<file path="src/verilog/sich_regs.vh">
// constants of the sensor info command handler: command codes, counts, error codes, limits
`ifndef SICH_REGS_VH
`define SICH_REGS_VH

// command numbers
`define SICH_CMD_LEARN_LEFT   8'hA1
`define SICH_CMD_RANGES       8'hA2
`define SICH_CMD_GET_CAPACITY 8'hA4
`define SICH_CMD_SET_CAPACITY 8'hA5
`define SICH_CMD_GET_RATED    8'hA6
`define SICH_CMD_SET_RATED    8'hA7
`define SICH_CMD_TEXT_ASSIGN  8'hA8

// parameter byte counts
`define SICH_NPAR_RANGES      3'h1
`define SICH_NPAR_SET_VALUE   3'h4

// reply byte counts
`define SICH_NREP_LEARN       3'h2
`define SICH_NREP_RANGES      3'h4
`define SICH_NREP_VALUE       3'h4
`define SICH_NREP_ASSIGN      3'h2
`define SICH_NREP_ERROR       3'h1
`define SICH_NREP_NONE        3'h0

// error codes
`define SICH_ERR_BUSY         8'hA0
`define SICH_ERR_EXPONENT     8'h54
`define SICH_ERR_MANTISSA     8'h55
`define SICH_ERR_MISMATCH     8'h56
`define SICH_ERR_RANGE_PARAM  8'h59
`define SICH_ERR_NO_VALUE     8'h91

// range query parameter codes
`define SICH_RQ_CURRENT       8'h00
`define SICH_RQ_POS1_LVL1     8'h01
`define SICH_RQ_POS2_LVL1     8'h02
`define SICH_RQ_POS2_LVL2     8'h03
`define SICH_RQ_CH1_ACTIVE    8'h10
`define SICH_RQ_CH1           8'h11

// jumper group identifiers
`define SICH_GID_POS1         8'h01
`define SICH_GID_POS2         8'h02
`define SICH_GID_CH1          8'h03
`define SICH_GID_ERROR        8'hFF

// value limits of the stored characteristic values
`define SICH_CAP_EXP_MAX      8'h07
`define SICH_CAP_MANT_MIN     24'h01_86A0
`define SICH_RATED_EXP_MAX    8'h03
`define SICH_RATED_MANT_MIN   24'h00_2710
`define SICH_MANT_MAX         24'h98_967F

// reset values
`define SICH_RESET_BYTE       8'h00
`define SICH_RESET_WORD       32'h0000_0000

`endif

</file>
<file path="src/verilog/sich_value_store.v">
// storage of the physical and electrical characteristic values
`timescale 1ns/1ps
`default_nettype none
`include "sich_regs.vh"

module sich_value_store (
   // clock and reset
   input  wire        clock,
   input  wire        reset,
   // write side
   input  wire        wr_en,
   input  wire        wr_sel,
   input  wire [31:0] wr_data,
   // read side
   input  wire        rd_sel,
   output reg  [31:0] rd_data,
   output reg         rd_stored
);

   reg [31:0] mem [0:1];     // word 0 physical, word 1 electrical
   reg [1:0]  stored;        // word has been written since reset

   // writes and registered read port
   always @(posedge clock) begin
      if (reset) begin
         mem[0]    <= `SICH_RESET_WORD;
         mem[1]    <= `SICH_RESET_WORD;
         stored    <= 2'h0;
         rd_data   <= `SICH_RESET_WORD;
         rd_stored <= 1'b0;
      end else begin
         if (wr_en) begin
            mem[wr_sel]    <= wr_data;
            stored[wr_sel] <= 1'b1;
         end
         rd_data   <= mem[rd_sel];
         rd_stored <= stored[rd_sel];
      end
   end

endmodule // sich_value_store
`default_nettype wire

</file>
<file path="src/verilog/sich_tx_shifter.v">
// reply byte serialiser, most significant byte first
`timescale 1ns/1ps
`default_nettype none
`include "sich_regs.vh"

module sich_tx_shifter (
   // clock and reset
   input  wire        clock,
   input  wire        reset,
   // load side: bytes stand left aligned in load_data
   input  wire        load,
   input  wire [2:0]  load_count,
   input  wire [31:0] load_data,
   output wire        busy,
   // byte stream out
   output wire        tx_valid,
   output wire [7:0]  tx_data,
   input  wire        tx_ready
);

   reg [31:0] shreg;   // pending reply bytes
   reg [2:0]  left;    // bytes still to send

   assign busy     = (left != 3'h0);
   assign tx_valid = busy;
   assign tx_data  = shreg[31:24];

   // load a reply, then shift one byte out per accepted transfer
   always @(posedge clock) begin
      if (reset) begin
         shreg <= `SICH_RESET_WORD;
         left  <= 3'h0;
      end else if (load) begin
         shreg <= load_data;
         left  <= load_count;
      end else if (tx_valid && tx_ready) begin
         shreg <= {shreg[23:0], 8'h00};
         left  <= left - 3'h1;
      end
   end

endmodule // sich_tx_shifter
`default_nettype wire

</file>
<file path="src/verilog/sich_command_handler.v">
// serial command handler for sensor information commands of a bridge amplifier
`timescale 1ns/1ps
`default_nettype none
`include "sich_regs.vh"

module sich_command_handler #(
   parameter [23:0] SENS_POS1_LVL1 = 24'h00_0064,  // 1 mV/V times 100
   parameter [23:0] SENS_POS2_LVL1 = 24'h00_00C8,  // 2 mV/V times 100
   parameter [23:0] SENS_POS2_LVL2 = 24'h00_015E,  // 3.5 mV/V times 100
   parameter [23:0] SENS_CH1       = 24'h0F_4240,  // 10 V as 10000 mV times 100
   parameter [7:0]  SENS_EXPONENT  = 8'h01         // exponent byte matching the fitted ranges
) (
   // clock and reset
   input  wire        clock,
   input  wire        reset,
   // command byte stream in
   input  wire        rx_valid,
   input  wire [7:0]  rx_data,
   output wire        rx_ready,
   // reply byte stream out
   output wire        tx_valid,
   output wire [7:0]  tx_data,
   input  wire        tx_ready,
   // device state consulted by the commands
   input  wire        cmd_blocked,
   input  wire [15:0] learn_remaining,
   input  wire        jumper_position2,
   input  wire        level_second,
   input  wire        channel1_active,
   input  wire [7:0]  assigned_record,
   input  wire [5:0]  text_valid,
   // status to the rest of the device
   output wire        handler_busy,
   output reg         cmd_unknown
);

   // controller states
   localparam [1:0] ST_IDLE  = 2'h0;  // wait for a command byte
   localparam [1:0] ST_PARAM = 2'h1;  // collect parameter bytes
   localparam [1:0] ST_EXEC  = 2'h2;  // evaluate and load the reply
   localparam [1:0] ST_SEND  = 2'h3;  // wait until the reply is out

   reg  [1:0]  state;          // controller state
   reg  [1:0]  next_state;     // controller state, next value
   reg  [7:0]  cmd;            // command being handled
   reg  [2:0]  par_left;       // parameter bytes still expected
   reg  [31:0] par;            // parameter bytes, first byte highest
   reg  [31:0] reply;          // reply bytes, left aligned
   reg  [2:0]  reply_count;    // number of reply bytes
   reg         store_en;       // write a characteristic value
   reg         load;           // start sending the reply
   wire        tx_busy;        // serialiser still holds bytes
   wire [31:0] stored_value;   // value read back from the store
   wire        stored_ok;      // that value was written since reset
   wire        rd_sel;         // which value to read
   wire        rx_take;        // byte accepted this cycle
   reg  [2:0]  npar;           // parameter count of an incoming command
   reg         known;          // incoming command is one of ours

   // true when lo <= value <= hi
   function in_range;
      input [23:0] value;
      input [23:0] lo;
      input [23:0] hi;
      begin
         in_range = (value >= lo) && (value <= hi);
      end
   endfunction

   // parameter count of a command byte, and whether it is handled here
   always @* begin
      npar  = 3'h0;
      known = 1'b1;
      case (rx_data)
         `SICH_CMD_RANGES:      npar = `SICH_NPAR_RANGES;
         `SICH_CMD_SET_CAPACITY: npar = `SICH_NPAR_SET_VALUE;
         `SICH_CMD_SET_RATED:   npar = `SICH_NPAR_SET_VALUE;
         `SICH_CMD_LEARN_LEFT,
         `SICH_CMD_GET_CAPACITY,
         `SICH_CMD_GET_RATED,
         `SICH_CMD_TEXT_ASSIGN: npar = 3'h0;
         default:               known = 1'b0;
      endcase
   end

   assign rx_ready     = (state == ST_IDLE) || (state == ST_PARAM);
   assign rx_take      = rx_valid && rx_ready;
   assign handler_busy = (state != ST_IDLE);
   // while idle, select by the incoming byte so the registered read is right during EXEC
   assign rd_sel       = (state == ST_IDLE) ? (rx_data == `SICH_CMD_GET_RATED) :
                                              (cmd == `SICH_CMD_GET_RATED);

   // command reception: command byte then parameters, all raw binary
   always @(posedge clock) begin
      if (reset) begin
         cmd         <= `SICH_RESET_BYTE;
         par_left    <= 3'h0;
         par         <= `SICH_RESET_WORD;
         cmd_unknown <= 1'b0;
      end else begin
         cmd_unknown <= 1'b0;
         if (rx_take) begin
            if (state == ST_IDLE) begin
               // first byte of a frame is the command number
               cmd         <= rx_data;
               par_left    <= npar;
               par         <= `SICH_RESET_WORD;
               cmd_unknown <= !known;
            end else begin
               // parameters are taken as binary values, no digit decoding
               par      <= {par[23:0], rx_data};
               par_left <= par_left - 3'h1;
            end
         end
      end
   end

   // state sequencing
   always @* begin
      next_state = state;
      case (state)
         ST_IDLE: begin
            if (rx_take && known) begin
               next_state = (npar == 3'h0) ? ST_EXEC : ST_PARAM;
            end
         end
         ST_PARAM: begin
            if (rx_take && (par_left == 3'h1)) begin
               next_state = ST_EXEC;
            end
         end
         ST_EXEC: begin
            next_state = (reply_count == 3'h0) ? ST_IDLE : ST_SEND;
         end
         ST_SEND: begin
            if (!tx_busy) begin
               next_state = ST_IDLE;
            end
         end
         default: next_state = ST_IDLE;
      endcase
   end

   // state register
   always @(posedge clock) begin
      if (reset) begin
         state <= ST_IDLE;
      end else begin
         state <= next_state;
      end
   end

   // reply evaluation for each command
   always @* begin
      reply       = `SICH_RESET_WORD;
      reply_count = `SICH_NREP_NONE;
      store_en    = 1'b0;
      if (cmd_blocked) begin
         // device cannot serve the command now
         reply       = {`SICH_ERR_BUSY, 24'h00_0000};
         reply_count = `SICH_NREP_ERROR;
      end else begin
         case (cmd)
            `SICH_CMD_LEARN_LEFT: begin
               // count is zero once done or if never started
               reply       = {learn_remaining, 16'h0000};
               reply_count = `SICH_NREP_LEARN;
            end
            `SICH_CMD_RANGES: begin
               // high nibble channel (bit 4 only), low nibble level
               reply_count = `SICH_NREP_RANGES;
               case (par[7:0])
                  `SICH_RQ_CURRENT: begin
                     if (!jumper_position2) begin
                        reply = {`SICH_GID_POS1, SENS_POS1_LVL1};
                     end else if (!level_second) begin
                        reply = {`SICH_GID_POS2, SENS_POS2_LVL1};
                     end else begin
                        reply = {`SICH_GID_POS2, SENS_POS2_LVL2};
                     end
                  end
                  `SICH_RQ_POS1_LVL1: reply = {`SICH_GID_POS1, SENS_POS1_LVL1};
                  `SICH_RQ_POS2_LVL1: reply = {`SICH_GID_POS2, SENS_POS2_LVL1};
                  `SICH_RQ_POS2_LVL2: reply = {`SICH_GID_POS2, SENS_POS2_LVL2};
                  `SICH_RQ_CH1: reply = {`SICH_GID_CH1, SENS_CH1};
                  `SICH_RQ_CH1_ACTIVE: begin
                     if (channel1_active) begin
                        reply = {`SICH_GID_CH1, SENS_CH1};
                     end else begin
                        reply       = {`SICH_ERR_RANGE_PARAM, 24'h00_0000};
                        reply_count = `SICH_NREP_ERROR;
                     end
                  end
                  default: begin
                     // unsupported channel or level code
                     reply       = {`SICH_ERR_RANGE_PARAM, 24'h00_0000};
                     reply_count = `SICH_NREP_ERROR;
                  end
               endcase
            end
            `SICH_CMD_GET_CAPACITY,
            `SICH_CMD_GET_RATED: begin
               if (stored_ok) begin
                  // exponent byte as stored then mantissa, high byte first
                  reply       = stored_value;
                  reply_count = `SICH_NREP_VALUE;
               end else begin
                  // nothing stored yet
                  reply       = {`SICH_ERR_NO_VALUE, 24'h00_0000};
                  reply_count = `SICH_NREP_ERROR;
               end
            end
            `SICH_CMD_SET_CAPACITY: begin
               if (par[31:24] > `SICH_CAP_EXP_MAX) begin
                  reply       = {`SICH_ERR_EXPONENT, 24'h00_0000};
                  reply_count = `SICH_NREP_ERROR;
               end else if (!in_range(par[23:0], `SICH_CAP_MANT_MIN, `SICH_MANT_MAX)) begin
                  reply       = {`SICH_ERR_MANTISSA, 24'h00_0000};
                  reply_count = `SICH_NREP_ERROR;
               end else begin
                  store_en = 1'b1;
               end
            end
            `SICH_CMD_SET_RATED: begin
               if (par[31:24] > `SICH_RATED_EXP_MAX) begin
                  reply       = {`SICH_ERR_EXPONENT, 24'h00_0000};
                  reply_count = `SICH_NREP_ERROR;
               end else if (par[31:24] != SENS_EXPONENT) begin
                  // exponent must fit the fitted sensitivity range
                  reply       = {`SICH_ERR_MISMATCH, 24'h00_0000};
                  reply_count = `SICH_NREP_ERROR;
               end else if (!in_range(par[23:0], `SICH_RATED_MANT_MIN, `SICH_MANT_MAX)) begin
                  reply       = {`SICH_ERR_MANTISSA, 24'h00_0000};
                  reply_count = `SICH_NREP_ERROR;
               end else begin
                  store_en = 1'b1;
               end
            end
            `SICH_CMD_TEXT_ASSIGN: begin
               // record number (0 = none) and text presence flags
               reply       = {assigned_record, 2'b00, text_valid, 16'h0000};
               reply_count = `SICH_NREP_ASSIGN;
            end
            default: begin
               reply_count = `SICH_NREP_NONE;
            end
         endcase
      end
      load = (state == ST_EXEC) && (reply_count != 3'h0);
   end

   // characteristic value storage
   sich_value_store u_store (
      .clock     (clock),
      .reset     (reset),
      .wr_en     ((state == ST_EXEC) && store_en),
      .wr_sel    (cmd == `SICH_CMD_SET_RATED),
      .wr_data   (par),
      .rd_sel    (rd_sel),
      .rd_data   (stored_value),
      .rd_stored (stored_ok)
   );

   // reply serialiser
   sich_tx_shifter u_tx (
      .clock      (clock),
      .reset      (reset),
      .load       (load),
      .load_count (reply_count),
      .load_data  (reply),
      .busy       (tx_busy),
      .tx_valid   (tx_valid),
      .tx_data    (tx_data),
      .tx_ready   (tx_ready)
   );

endmodule // sich_command_handler
`default_nettype wire

</file>
<file path="config.mk">
export PLATFORM = sky130hd
export DESIGN_NAME = sich_command_handler
export DESIGN_NICKNAME = d
export VERILOG_FILES = /design/src/verilog/sich_value_store.v /design/src/verilog/sich_tx_shifter.v /design/src/verilog/sich_command_handler.v
export VERILOG_INCLUDE_DIRS = /design/src /design/src/verilog
export SDC_FILE = /design/constraint.sdc
export NUM_CORES = 1
export LEC_CHECK = 0
export BUFFER_PORTS_ARGS = -buffer_cell sky130_fd_sc_hd__buf_4
export CAP_MARGIN = 15
export CORE_MARGIN = 8
export CORE_UTILIZATION = 65
export DETAILED_ROUTE_END_ITERATION = 8
export GPL_ROUTABILITY_DRIVEN = 0
export PLACE_DENSITY = 0.93
export SETUP_SLACK_MARGIN = 0.15
export SLEW_MARGIN = 20
export SYNTH_ARGS = -nofsm -noshare
export SYNTH_HDL_FRONTEND = slang
export SYNTH_HIERARCHICAL = 1
export SYNTH_SLANG_ARGS = --single-unit
</file>
<file path="constraint.sdc">
create_clock -name clock -period 9.35 [get_ports clock]
set_input_delay 0 -clock clock [delete_from_list [all_inputs] [get_ports clock]]
set_output_delay 0 -clock clock [all_outputs]
set_load 0.05 [all_outputs]
</file>
# Yosys cells after proc, flatten, opt, wreduce, memory -nomap -nowiden
# Memory sizes are Yosys's and may differ from the RTL's. A register that Yosys moved wholly into a read port is not among the register bits.
# Index checks and enable logic that the tools add are counted.
# totals
register_bits,84
mem_bits_rw,64
input_bits,46
wordCells,134
memories,1
# mem_list
name,depth,width,read_ports,rd_clocked_by_memory_dff,wr,line_no,rtl
u_store.mem,2,32,1,1,2,sich_value_store.v:20,reg [31:0] mem [0:1];
# classes
n_addsub,2
magnitude_cmp,8
n_eq_ne,27
mux,56
bitwise,3
n_reduce_logical,28
# op_table
cell,n
$pmux 32 s6,2
$mux 32,6
$mux 31,6
$eq 8x8->1 const B,14
$reduce_or 32->1,1
$mux 26,1
$ge 24x14->1 const B,1
$ge 24x17->1 const B,1
$le 24x24->1 const B,1
$mux 1,23
$mux 3,6
$eq 8x2->1 const B,2
$eq 8x5->1 const B,2
$pmux 3 s5,1
$pmux 3 s2,2
$mux 2,5
$logic_and 1x1->1,9
$mux 9,1
$eq 8x1->1 const B,1
$gt 8x2->1 const B,1
$gt 8x3->1 const B,1
$logic_not 8->1,1
$ne 8x1->1 const B,1
$pmux 2 s4,1
other kinds (24),34

# Logic depth before layout (Yosys ltp)
# Gate-level depths: netlist of the first run.
# logic_depth
word_depth,13
depth_mapped,13
ltp_nobuf,9

# Cells and area by module
# The synthesis of the first run kept the hierarchy.
# modules_own_cells
module,n_inst,cells_per_inst,area_each_um2
sich_value_store,1,252,3666.0
sich_command_handler,1,419,2982.9
sich_tx_shifter,1,209,1933.1

# Worst setup path before layout of the first run
# OpenSTA, ideal clock, no wires.
# synth_timing
kind,reg2reg
startpoint,register par[17]
endpoint,"memory u_store.mem[0][0], enable pin"
setup_time_ns,0.394
arrival_time_ns,2.799
setup_slack_ns,6.157
path_stages_with_launch,7
path_buffers,0
period_less_slack_ns,3.193
cell_sequence,dfxtp_1 -> or4_4 -> nor3_2 -> a32o_1 -> nor4b_1 -> or2b_1 -> nand2b_1
# synth_lines
item,line_no,rtl
start: declaration,sich_command_handler.v:47,reg [31:0] par;
start signal: assignment,sich_command_handler.v:98,par <= `SICH_RESET_WORD;
start signal: assignment,sich_command_handler.v:107,par <= `SICH_RESET_WORD;
start signal: assignment,sich_command_handler.v:111,"par <= {par[23:0], rx_data};"
end: declaration,sich_value_store.v:20,

# Worst setup path after layout of the first run
# layout_timing
startpoint,register cmd[0]
endpoint,register u_tx.shreg[21]
# layout_via
elab_chain_cells,7
elab_cells_between_ends,17
classes_between,eq/ne (7); mux (5); reduce/logical (5)
# layout_lines
item,line_no,rtl
start: declaration,sich_command_handler.v:45,reg [7:0] cmd;
start signal: assignment,sich_command_handler.v:96,cmd <= `SICH_RESET_BYTE;
start signal: assignment,sich_command_handler.v:105,cmd <= rx_data;
$eq 8x8->1,sich_command_handler.v:163,case (cmd)
"$reduce_or 2->1, on equally long branches",n/a,
$pmux 3 s5 *,sich_command_handler.v:163,
$mux 3 *,sich_command_handler.v:158,if (cmd_blocked) begin
$reduce_bool 3->1 *,sich_command_handler.v:249,load = (state == ST_EXEC) && (reply_count != 3'h0);
$logic_and 1x1->1 *,sich_command_handler.v:249,
via load,sich_command_handler.v:51,reg load;
$mux 32 or $reduce_bool 2->1 (tied branches),n/a,
end signal: assignment,sich_tx_shifter.v:31,shreg <= `SICH_RESET_WORD;
end signal: assignment,sich_tx_shifter.v:34,shreg <= load_data;
end signal: assignment,sich_tx_shifter.v:37,"shreg <= {shreg[23:0], 8'h00};"
end: declaration,sich_tx_shifter.v:21,reg [31:0] shreg;
# The timed path passes the listed nets; every way through them passes the cells marked *.
# A chain may end at the register's enable or synchronous reset.

==> results of run 1 <==
## flip-flops by register name (all words and copies together) (netlist names), 3 cells and up
| signal | cells |
|---|---|
| u_store/mem | 64 |
| par | 32 |
| u_store/rd_data | 32 |
| u_tx/shreg | 32 |
| cmd | 8 |
| par_left | 3 |
| u_tx/left | 3 |
## Yosys cell counts (3+ instances only)
cell type	number
nor2_1	78
buf_6	10
nor3_1	7
a221oi_1	10
ha_1	4
nor2b_1	29
nor3_2	3
nand2_1	72
a211oi_1	10
edfxtp_1	64
buf_4	13
a21oi_1	80
a211o_1	9
dfxtp_1	116
a31oi_1	5
mux2i_1	33
clkbuf_1	36
and3_1	12
a2111oi_1	7
nand2b_1	7
nor4b_1	10
nor4_1	5
inv_1	30
and2_1	70
a22oi_1	9
nor3b_1	4
a2111oi_2	16
nand4_1	5
o21ai_0	16
buf_2	15
nand3_1	37
## power breakdown
part           internal (uW)  switching [uW]  total [uW]
registers                887            42.3         930
clock network            396             313         709
logic                    190             368         558
total                   1470             723        2200
## per-stage QoR
| step | std cells | setup WS (ns) | utilization [%] | total power [uW] | hold slack, ns |
|---|---|---|---|---|---|
| finish | 1088 | 5.90 | 73.4 | 2200 | 0.0899 |
| floorplan | 880 | 6.16 | - | 1410 | 0.136 |
| global placement | 1043 | 6.06 | 67.8 | 1460 | 0.277 |
| detailed placement | 1043 | 5.99 | 67.8 | 1480 | 0.280 |
| global route | 1088 | 5.69 | 73.4 | 2270 | 0.0942 |
| CTS | 1087 | 5.94 | 73.2 | 2190 | 0.0646 |
## routing by layer
metal	track usage, %	vias to the layer above	routed length (um)
li1	-	3159	-
met1	31.6	3295	8460
met2	43.7	450	10700
met3	5.60	86	2160
met4	13.8	0	947
met5	0	-	0
## kinds of logic after synthesis
group	after synthesis	synth area share [%]
flip-flops	180	49.5
buffers and inverters	109	6.49
AO/OA/AOI/OAI	188	16.2
adder cells (fa/ha/maj)	4	0.583
multiplexers	34	3.98
AND/OR/NAND/NOR	364	23.2
XOR/XNOR	1	0.102
## repair_timing
action                    4_1_cts  5_1_grt
hold endpoints to repair       27        0
hold buffers                   12        0
gates resized for setup         0        0
## cell type report
class | instances | area [um2]
well taps | 176 | 220
clock inverters | 14 | 153
flip-flops and latches | 180 | 4240
clock buffers | 18 | 429
fillers | 853 | 3480
multi-input cells | 591 | 3810
inverters | 31 | 119
repair buffers | 78 | 623
## worst max-delay path by stage
stage / slack [ns] / to / start / cells after the start
after floorplan: 6.16 / u_store/mem[0][0]$_SDFFCE_PN0P_ / par[17]$_SDFFE_PP0P_ / 6
after global placement: 6.06 / u_tx/shreg[10]$_SDFFE_PP0P_ / cmd[0]$_SDFFE_PP0P_ / 9
after detailed placement: 5.99 / u_tx/shreg[17]$_SDFFE_PP0P_ / cmd[3]$_SDFFE_PP0P_ / 10
after CTS: 5.94 / u_store/mem[0][31]$_SDFFCE_PN0P_ / par[17]$_SDFFE_PP0P_ / 6
after global routing: 5.69 / u_tx/shreg[17]$_SDFFE_PP0P_ / cmd[0]$_SDFFE_PP0P_ / 10
final: 5.90 / u_tx/shreg[21]$_SDFFE_PP0P_ / cmd[0]$_SDFFE_PP0P_ / 10
## critical path, stage by stage, from the launching register on
cell and delay [ns]:
dfxtp_1 0.64, nand2b_1 0.27, a21oi_1 0.35, o21ai_4 0.26, a21oi_1 0.20, nor2_1 0.13, a21oi_4 0.15, buf_4 0.56
nor2_1 0.17, and3_1 0.24, a2111oi_2 0.34
==> flow_summary.toml, run 1 <==
[synthesis]
ys_types = 75
synthCells = 880
synth_top_flop_cell = "dfxtp_1"
yosysTopAreaCellShare_pct = 27.1
synth-edff-count = 64
synth_nets = 930
synth_seq_cells = 180
syn_avg_cell_area_um2 = 9.75
synth.area.top_cells = "dfxtp_1 (27%), edfxtp_1 (22%), and2_1 (5.1%)"
netlist_area_um2 = 8580
async_flop_share_pct = 0
yosysSeqAreaShare_pct = 49.5
synth_top_cell_by_area = "dfxtp_1"
yosys_warnings = 6

[global_routing]
grt_max_degree = 100
grt_overflow = 0
grt_antenna_before_repair = 0
track_usage_pct = 26.3
grt_pass1_wl_um = 34700
grt_pass1_vias = 6670

[timing]
grt_setup_unrepaired = "no"
period_needed_ns = 3.45
setup_viol = 0
skew_ns = 0.00866
hold_violations = 0
worstMarginPinSlew_ns = 0.852
clock.fmax_mhz = 290
min_period_over_period_pct = 36.9
slew_headroom_pct = 43.2
timing.setup.tns_ns = 0
drv_slew = 0

[final_layout]
final_common_cell = "dfxtp_1"
fin_area_um2 = 9600
syn2layout_area_growth_pct = 11.9
drive_above_1_share_pct = 15.7
final_cell_mix = "dfxtp_1 (116), a21oi_1 (79), nor2_1 (78)"
num-nets-final = 949
diodes = 0

[placement]
port_buffers = 57
dpl-instance-area_um2 = 8880
dpl.hpwl_um = 13300

[worst_hold_path]
min_path_cells = 4
hold_path.class = "in -> reg"
min_to = "state[1]$_SDFFE_PP0P_"
hold_start = "cmd_blocked"

[clock_tree]
htreeDepth = 4
postCtsSetupRepairBufs = 0
clock-root-buffer = "clkbuf_16"
clock_sinks = 180
path_clk_slew_ns = 0.07
numCtsBuffers = 17
cts_buffer_depth = 2
cts_tree = "yes"
clk_latency_ns = 0.44

[critical_path]
r2r_end = "u_tx/shreg[21]$_SDFFE_PP0P_"
worstPathArrival_ns = 3.78
rrSetupSlack_ns = 5.90
path_class = "reg -> reg"
setup.worst_path.end_class = "flip-flop"
reg2regPathDepth = 10
crit_fanout = 78
critPathLaunchType = "flip-flop"
cp.required_ns = 9.68
reg2reg_from = "cmd[0]$_SDFFE_PP0P_"

[drt]
drc_errors = 0
vias = 6990
final_antenna_net_count = 0
routed_wl_um = 22200
wire_per_inst_um = 20.4
via_per_inst = 6.42
dr.pass1.iters = 6
drtIter0Drc = 955

[job]
max_cap_viol_count = 0

[pwr]
p_leak_uw = 0.00334
p_per_area_nw_per_um2 = 229
ir_drop_mv = 0.133

[floorplanning]
fp.dieH_um = 131
io_pins = 58
chipWidth_um = 131
dieArea_um2 = 17100
start_util_pct = 65.6
design.core.area_um2 = 13100
rows = 42

[run_status]
outcome = "finished clean"
No activity file was read; power rests on OpenSTA's default activity.
==> run 2: changes to the inputs <==
Settings changed: CORE_UTILIZATION 65 to 55, PLACE_DENSITY 0.93 to 0.84.
Clock period 9.35 ns to 2.82 ns, I/O delays scaled along.
==> run 2 against run 1 <==
  * The flow now finishes with violations (negative setup slack)
  * Global-route usage is 2.4 points lower
  * Routed wire length is 27% higher
  * Combinational power grew to 5.1 times the previous value
  * Worst setup slack worse by 6.1 ns
  * Clock skew is 0.0030 ns higher
  * Count of clock-buffer cells in the layout is 1 higher
  * Clock power grew to 3.1 times the previous value
  * Largest power group unchanged
  * Fmax is 13% higher
  * Register-to-register slack worse by 6.1 ns
==> flow_summary.toml, run 2 (same netlist as run 1, synthesis figures left out) <==
[final_layout]
syn2layout_area_growth_pct = 30.4
nFillCells = 928
final_common_cell = "buf_4"
largest_reg_flops = 64
register_area_um2 = 4250
post-route-util_pct = 73.6
num-nets-final = 1041
largest_register = "u_store/mem"
diodes = 0
drive_above_1_share_pct = 30.5
final_cell_mix = "buf_4 (119), dfxtp_1 (114), a21oi_1 (78)"
multiInputGateArea_um2 = 4490

[critical_path]
reg2reg_from = "par[17]$_SDFFE_PP0P_"
reg2regPathDepth = 12
worstPathArrival_ns = 3.36
worstSetupStartpoint = "par[17]$_SDFFE_PP0P_"
crit_fanout = 7
rrSetupSlack_ns = -0.24
r2r_end = "u_tx/shreg[13]$_SDFFE_PP0P_"
path_class = "reg -> reg"
cp.required_ns = 3.12
critPathLaunchType = "flip-flop"
setup.worst_path.end_class = "flip-flop"

[pwr]
p_per_area_nw_per_um2 = 728
clockPowerShare_pct = 27.0
ir_drop_mv = 0.541
comb_power_share_pct = 34.6
intPower_uw = 5210
p_sw_uw = 2940
p_sw_share_pct = 36.0
pwr-share-seq_pct = 38.4
p_leak_uw = 0.00402

[floorplanning]
dieArea_um2 = 19900
start_util_pct = 56.5
io_pins = 58
chipWidth_um = 141
fp.dieH_um = 141
design.core.area_um2 = 15200
rows = 45

[timing]
clock.fmax_mhz = 326
grt_setup_unrepaired = "yes"
skew_ns = 0.0117
hold_violations = 0
fin_hold_ws_ns = 0.0414
drv_slew = 0
worstMarginPinSlew_ns = 0.818
min_period_over_period_pct = 109
timing.final.ws_setup_ns = -0.244
period_needed_ns = 3.06
setup_viol = 65
slew_headroom_pct = 45.3

[drt]
routed_wl_um = 28100
vias = 7682
via_per_inst = 6.44
final_antenna_net_count = 0
wire_per_inst_um = 23.6
drtIter0Drc = 987
drc_errors = 0
dr.pass1.iters = 8

[global_routing]
grt_pass1_vias = 7029
grt_pass1_wl_um = 37200
grt_overflow = 0
grt_antenna_before_repair = 0
grt_max_degree = 86
track_usage_pct = 23.9

[clock_tree]
cts_buffer_depth = 2
clk_latency_ns = 0.44
cts_tree = "yes"
numCtsBuffers = 17
path_clk_slew_ns = 0.07
clock-root-buffer = "clkbuf_16"
htreeDepth = 4
clock_sinks = 180

[placement]
dpl.hpwl_um = 14700
port_buffers = 57

[worst_hold_path]
min_path_cells = 2
min_to = "u_store/rd_data[1]$_SDFF_PP0_"
hold_start = "reset"
hold_path.class = "in -> reg"

[run_status]
violations = "negative setup slack"
outcome = "finished with violations"

[job]
max_cap_viol_count = 0
[run 2: cell types whose count changed in the layout (fill, tap and decap cells not counted), sizes merged]
cell,previous run,this run
clkinv,4,5
and3b,1,2
clkinvlp,4,3
dlygate4sd3,12,9
inv,35,36
clkbuf,18,22
bufinv,2,0
a21oi,80,82
buf,66,155
[run 2: cell type report]
| class | count | share of cell area (%) |
|---|---|---|
| multi-input combinational | 594 | 40.1 |
| sequential | 180 | 37.9 |
| timing repair buffer | 167 | 14.0 |
| clock buffer | 19 | 3.87 |
| tap | 188 | 2.10 |
| inverter | 31 | 1.06 |
| clock inverter | 13 | 0.883 |
[run 2: power by group through the flow]
stage	Sequential, uW	Clock, uW	Combinational [uW]
2_1_floorplan	3080	0	1590
3_3_place_gp	3100	0	1880
3_5_place_dp	3110	0	1930
4_1_cts	3070	2170	2250
5_1_grt	3140	2320	2950
6_report	3130	2200	2820
[run 2: repair_timing]
| action | 4_1_cts | 5_1_grt |
|---|---|---|
| endpoints found under the hold margin | 18 | 0 |
| setup buffers | 19 | 13 |
| cloned | 2 | 9 |
| pin swaps | 26 | 37 |
| gates resized for setup | 61 | 103 |
| setup endpoints to repair | 82 | 163 |
| hold buffers | 9 | 0 |
[run 2: layer usage]
layer	routed length [um]	global-route usage, %	up-vias
li1	-	-	3366
met1	10300	28.1	3666
met2	13600	39.4	514
met3	2600	6.89	136
met4	1600	11.9	0
met5	0	0	-
[run 2: worst max path at each step]
stage                                  end  slack [ns]  depth (start not counted)
5_1_grt        u_tx/shreg[13]$_SDFFE_PP0P_       -0.30                         12
6_report       u_tx/shreg[13]$_SDFFE_PP0P_       -0.24                         12
3_3_place_gp   u_tx/shreg[26]$_SDFFE_PP0P_       -0.16                          9
2_1_floorplan  u_tx/shreg[17]$_SDFFE_PP0P_        0.16                         11
4_1_cts        u_tx/shreg[18]$_SDFFE_PP0P_       -0.08                         12
3_5_place_dp   u_tx/shreg[27]$_SDFFE_PP0P_       -0.29                          9
[run 2: metrics by stage]
step                      setup slack, ns  setup TNS (ns)  instances  cell area (um2)  total power (uW)
after floorplan                     0.159               0        880             8600              4670
after global placement             -0.163           -2.71       1108             9370              4990
after detailed placement           -0.294           -4.20       1108             9370              5040
after CTS                         -0.0805           -1.13       1170            10500              7490
after global routing               -0.300          -13.63       1192            11200              8420
final                              -0.244           -5.50       1192            11200              8150
[run 2: worst max-delay path, cell delays in order, from the launching register on]
cell	delay [ns]
dfxtp_2	0.32
or4_4	0.57
nor3_4	0.21
a32o_2	0.27
a311oi_2	0.11
buf_4	0.17
nor3_4	0.21
buf_12	0.15
a21oi_4	0.06
buf_12	0.18
buf_8	0.13
nor4b_4	0.44
a2111oi_4	0.09
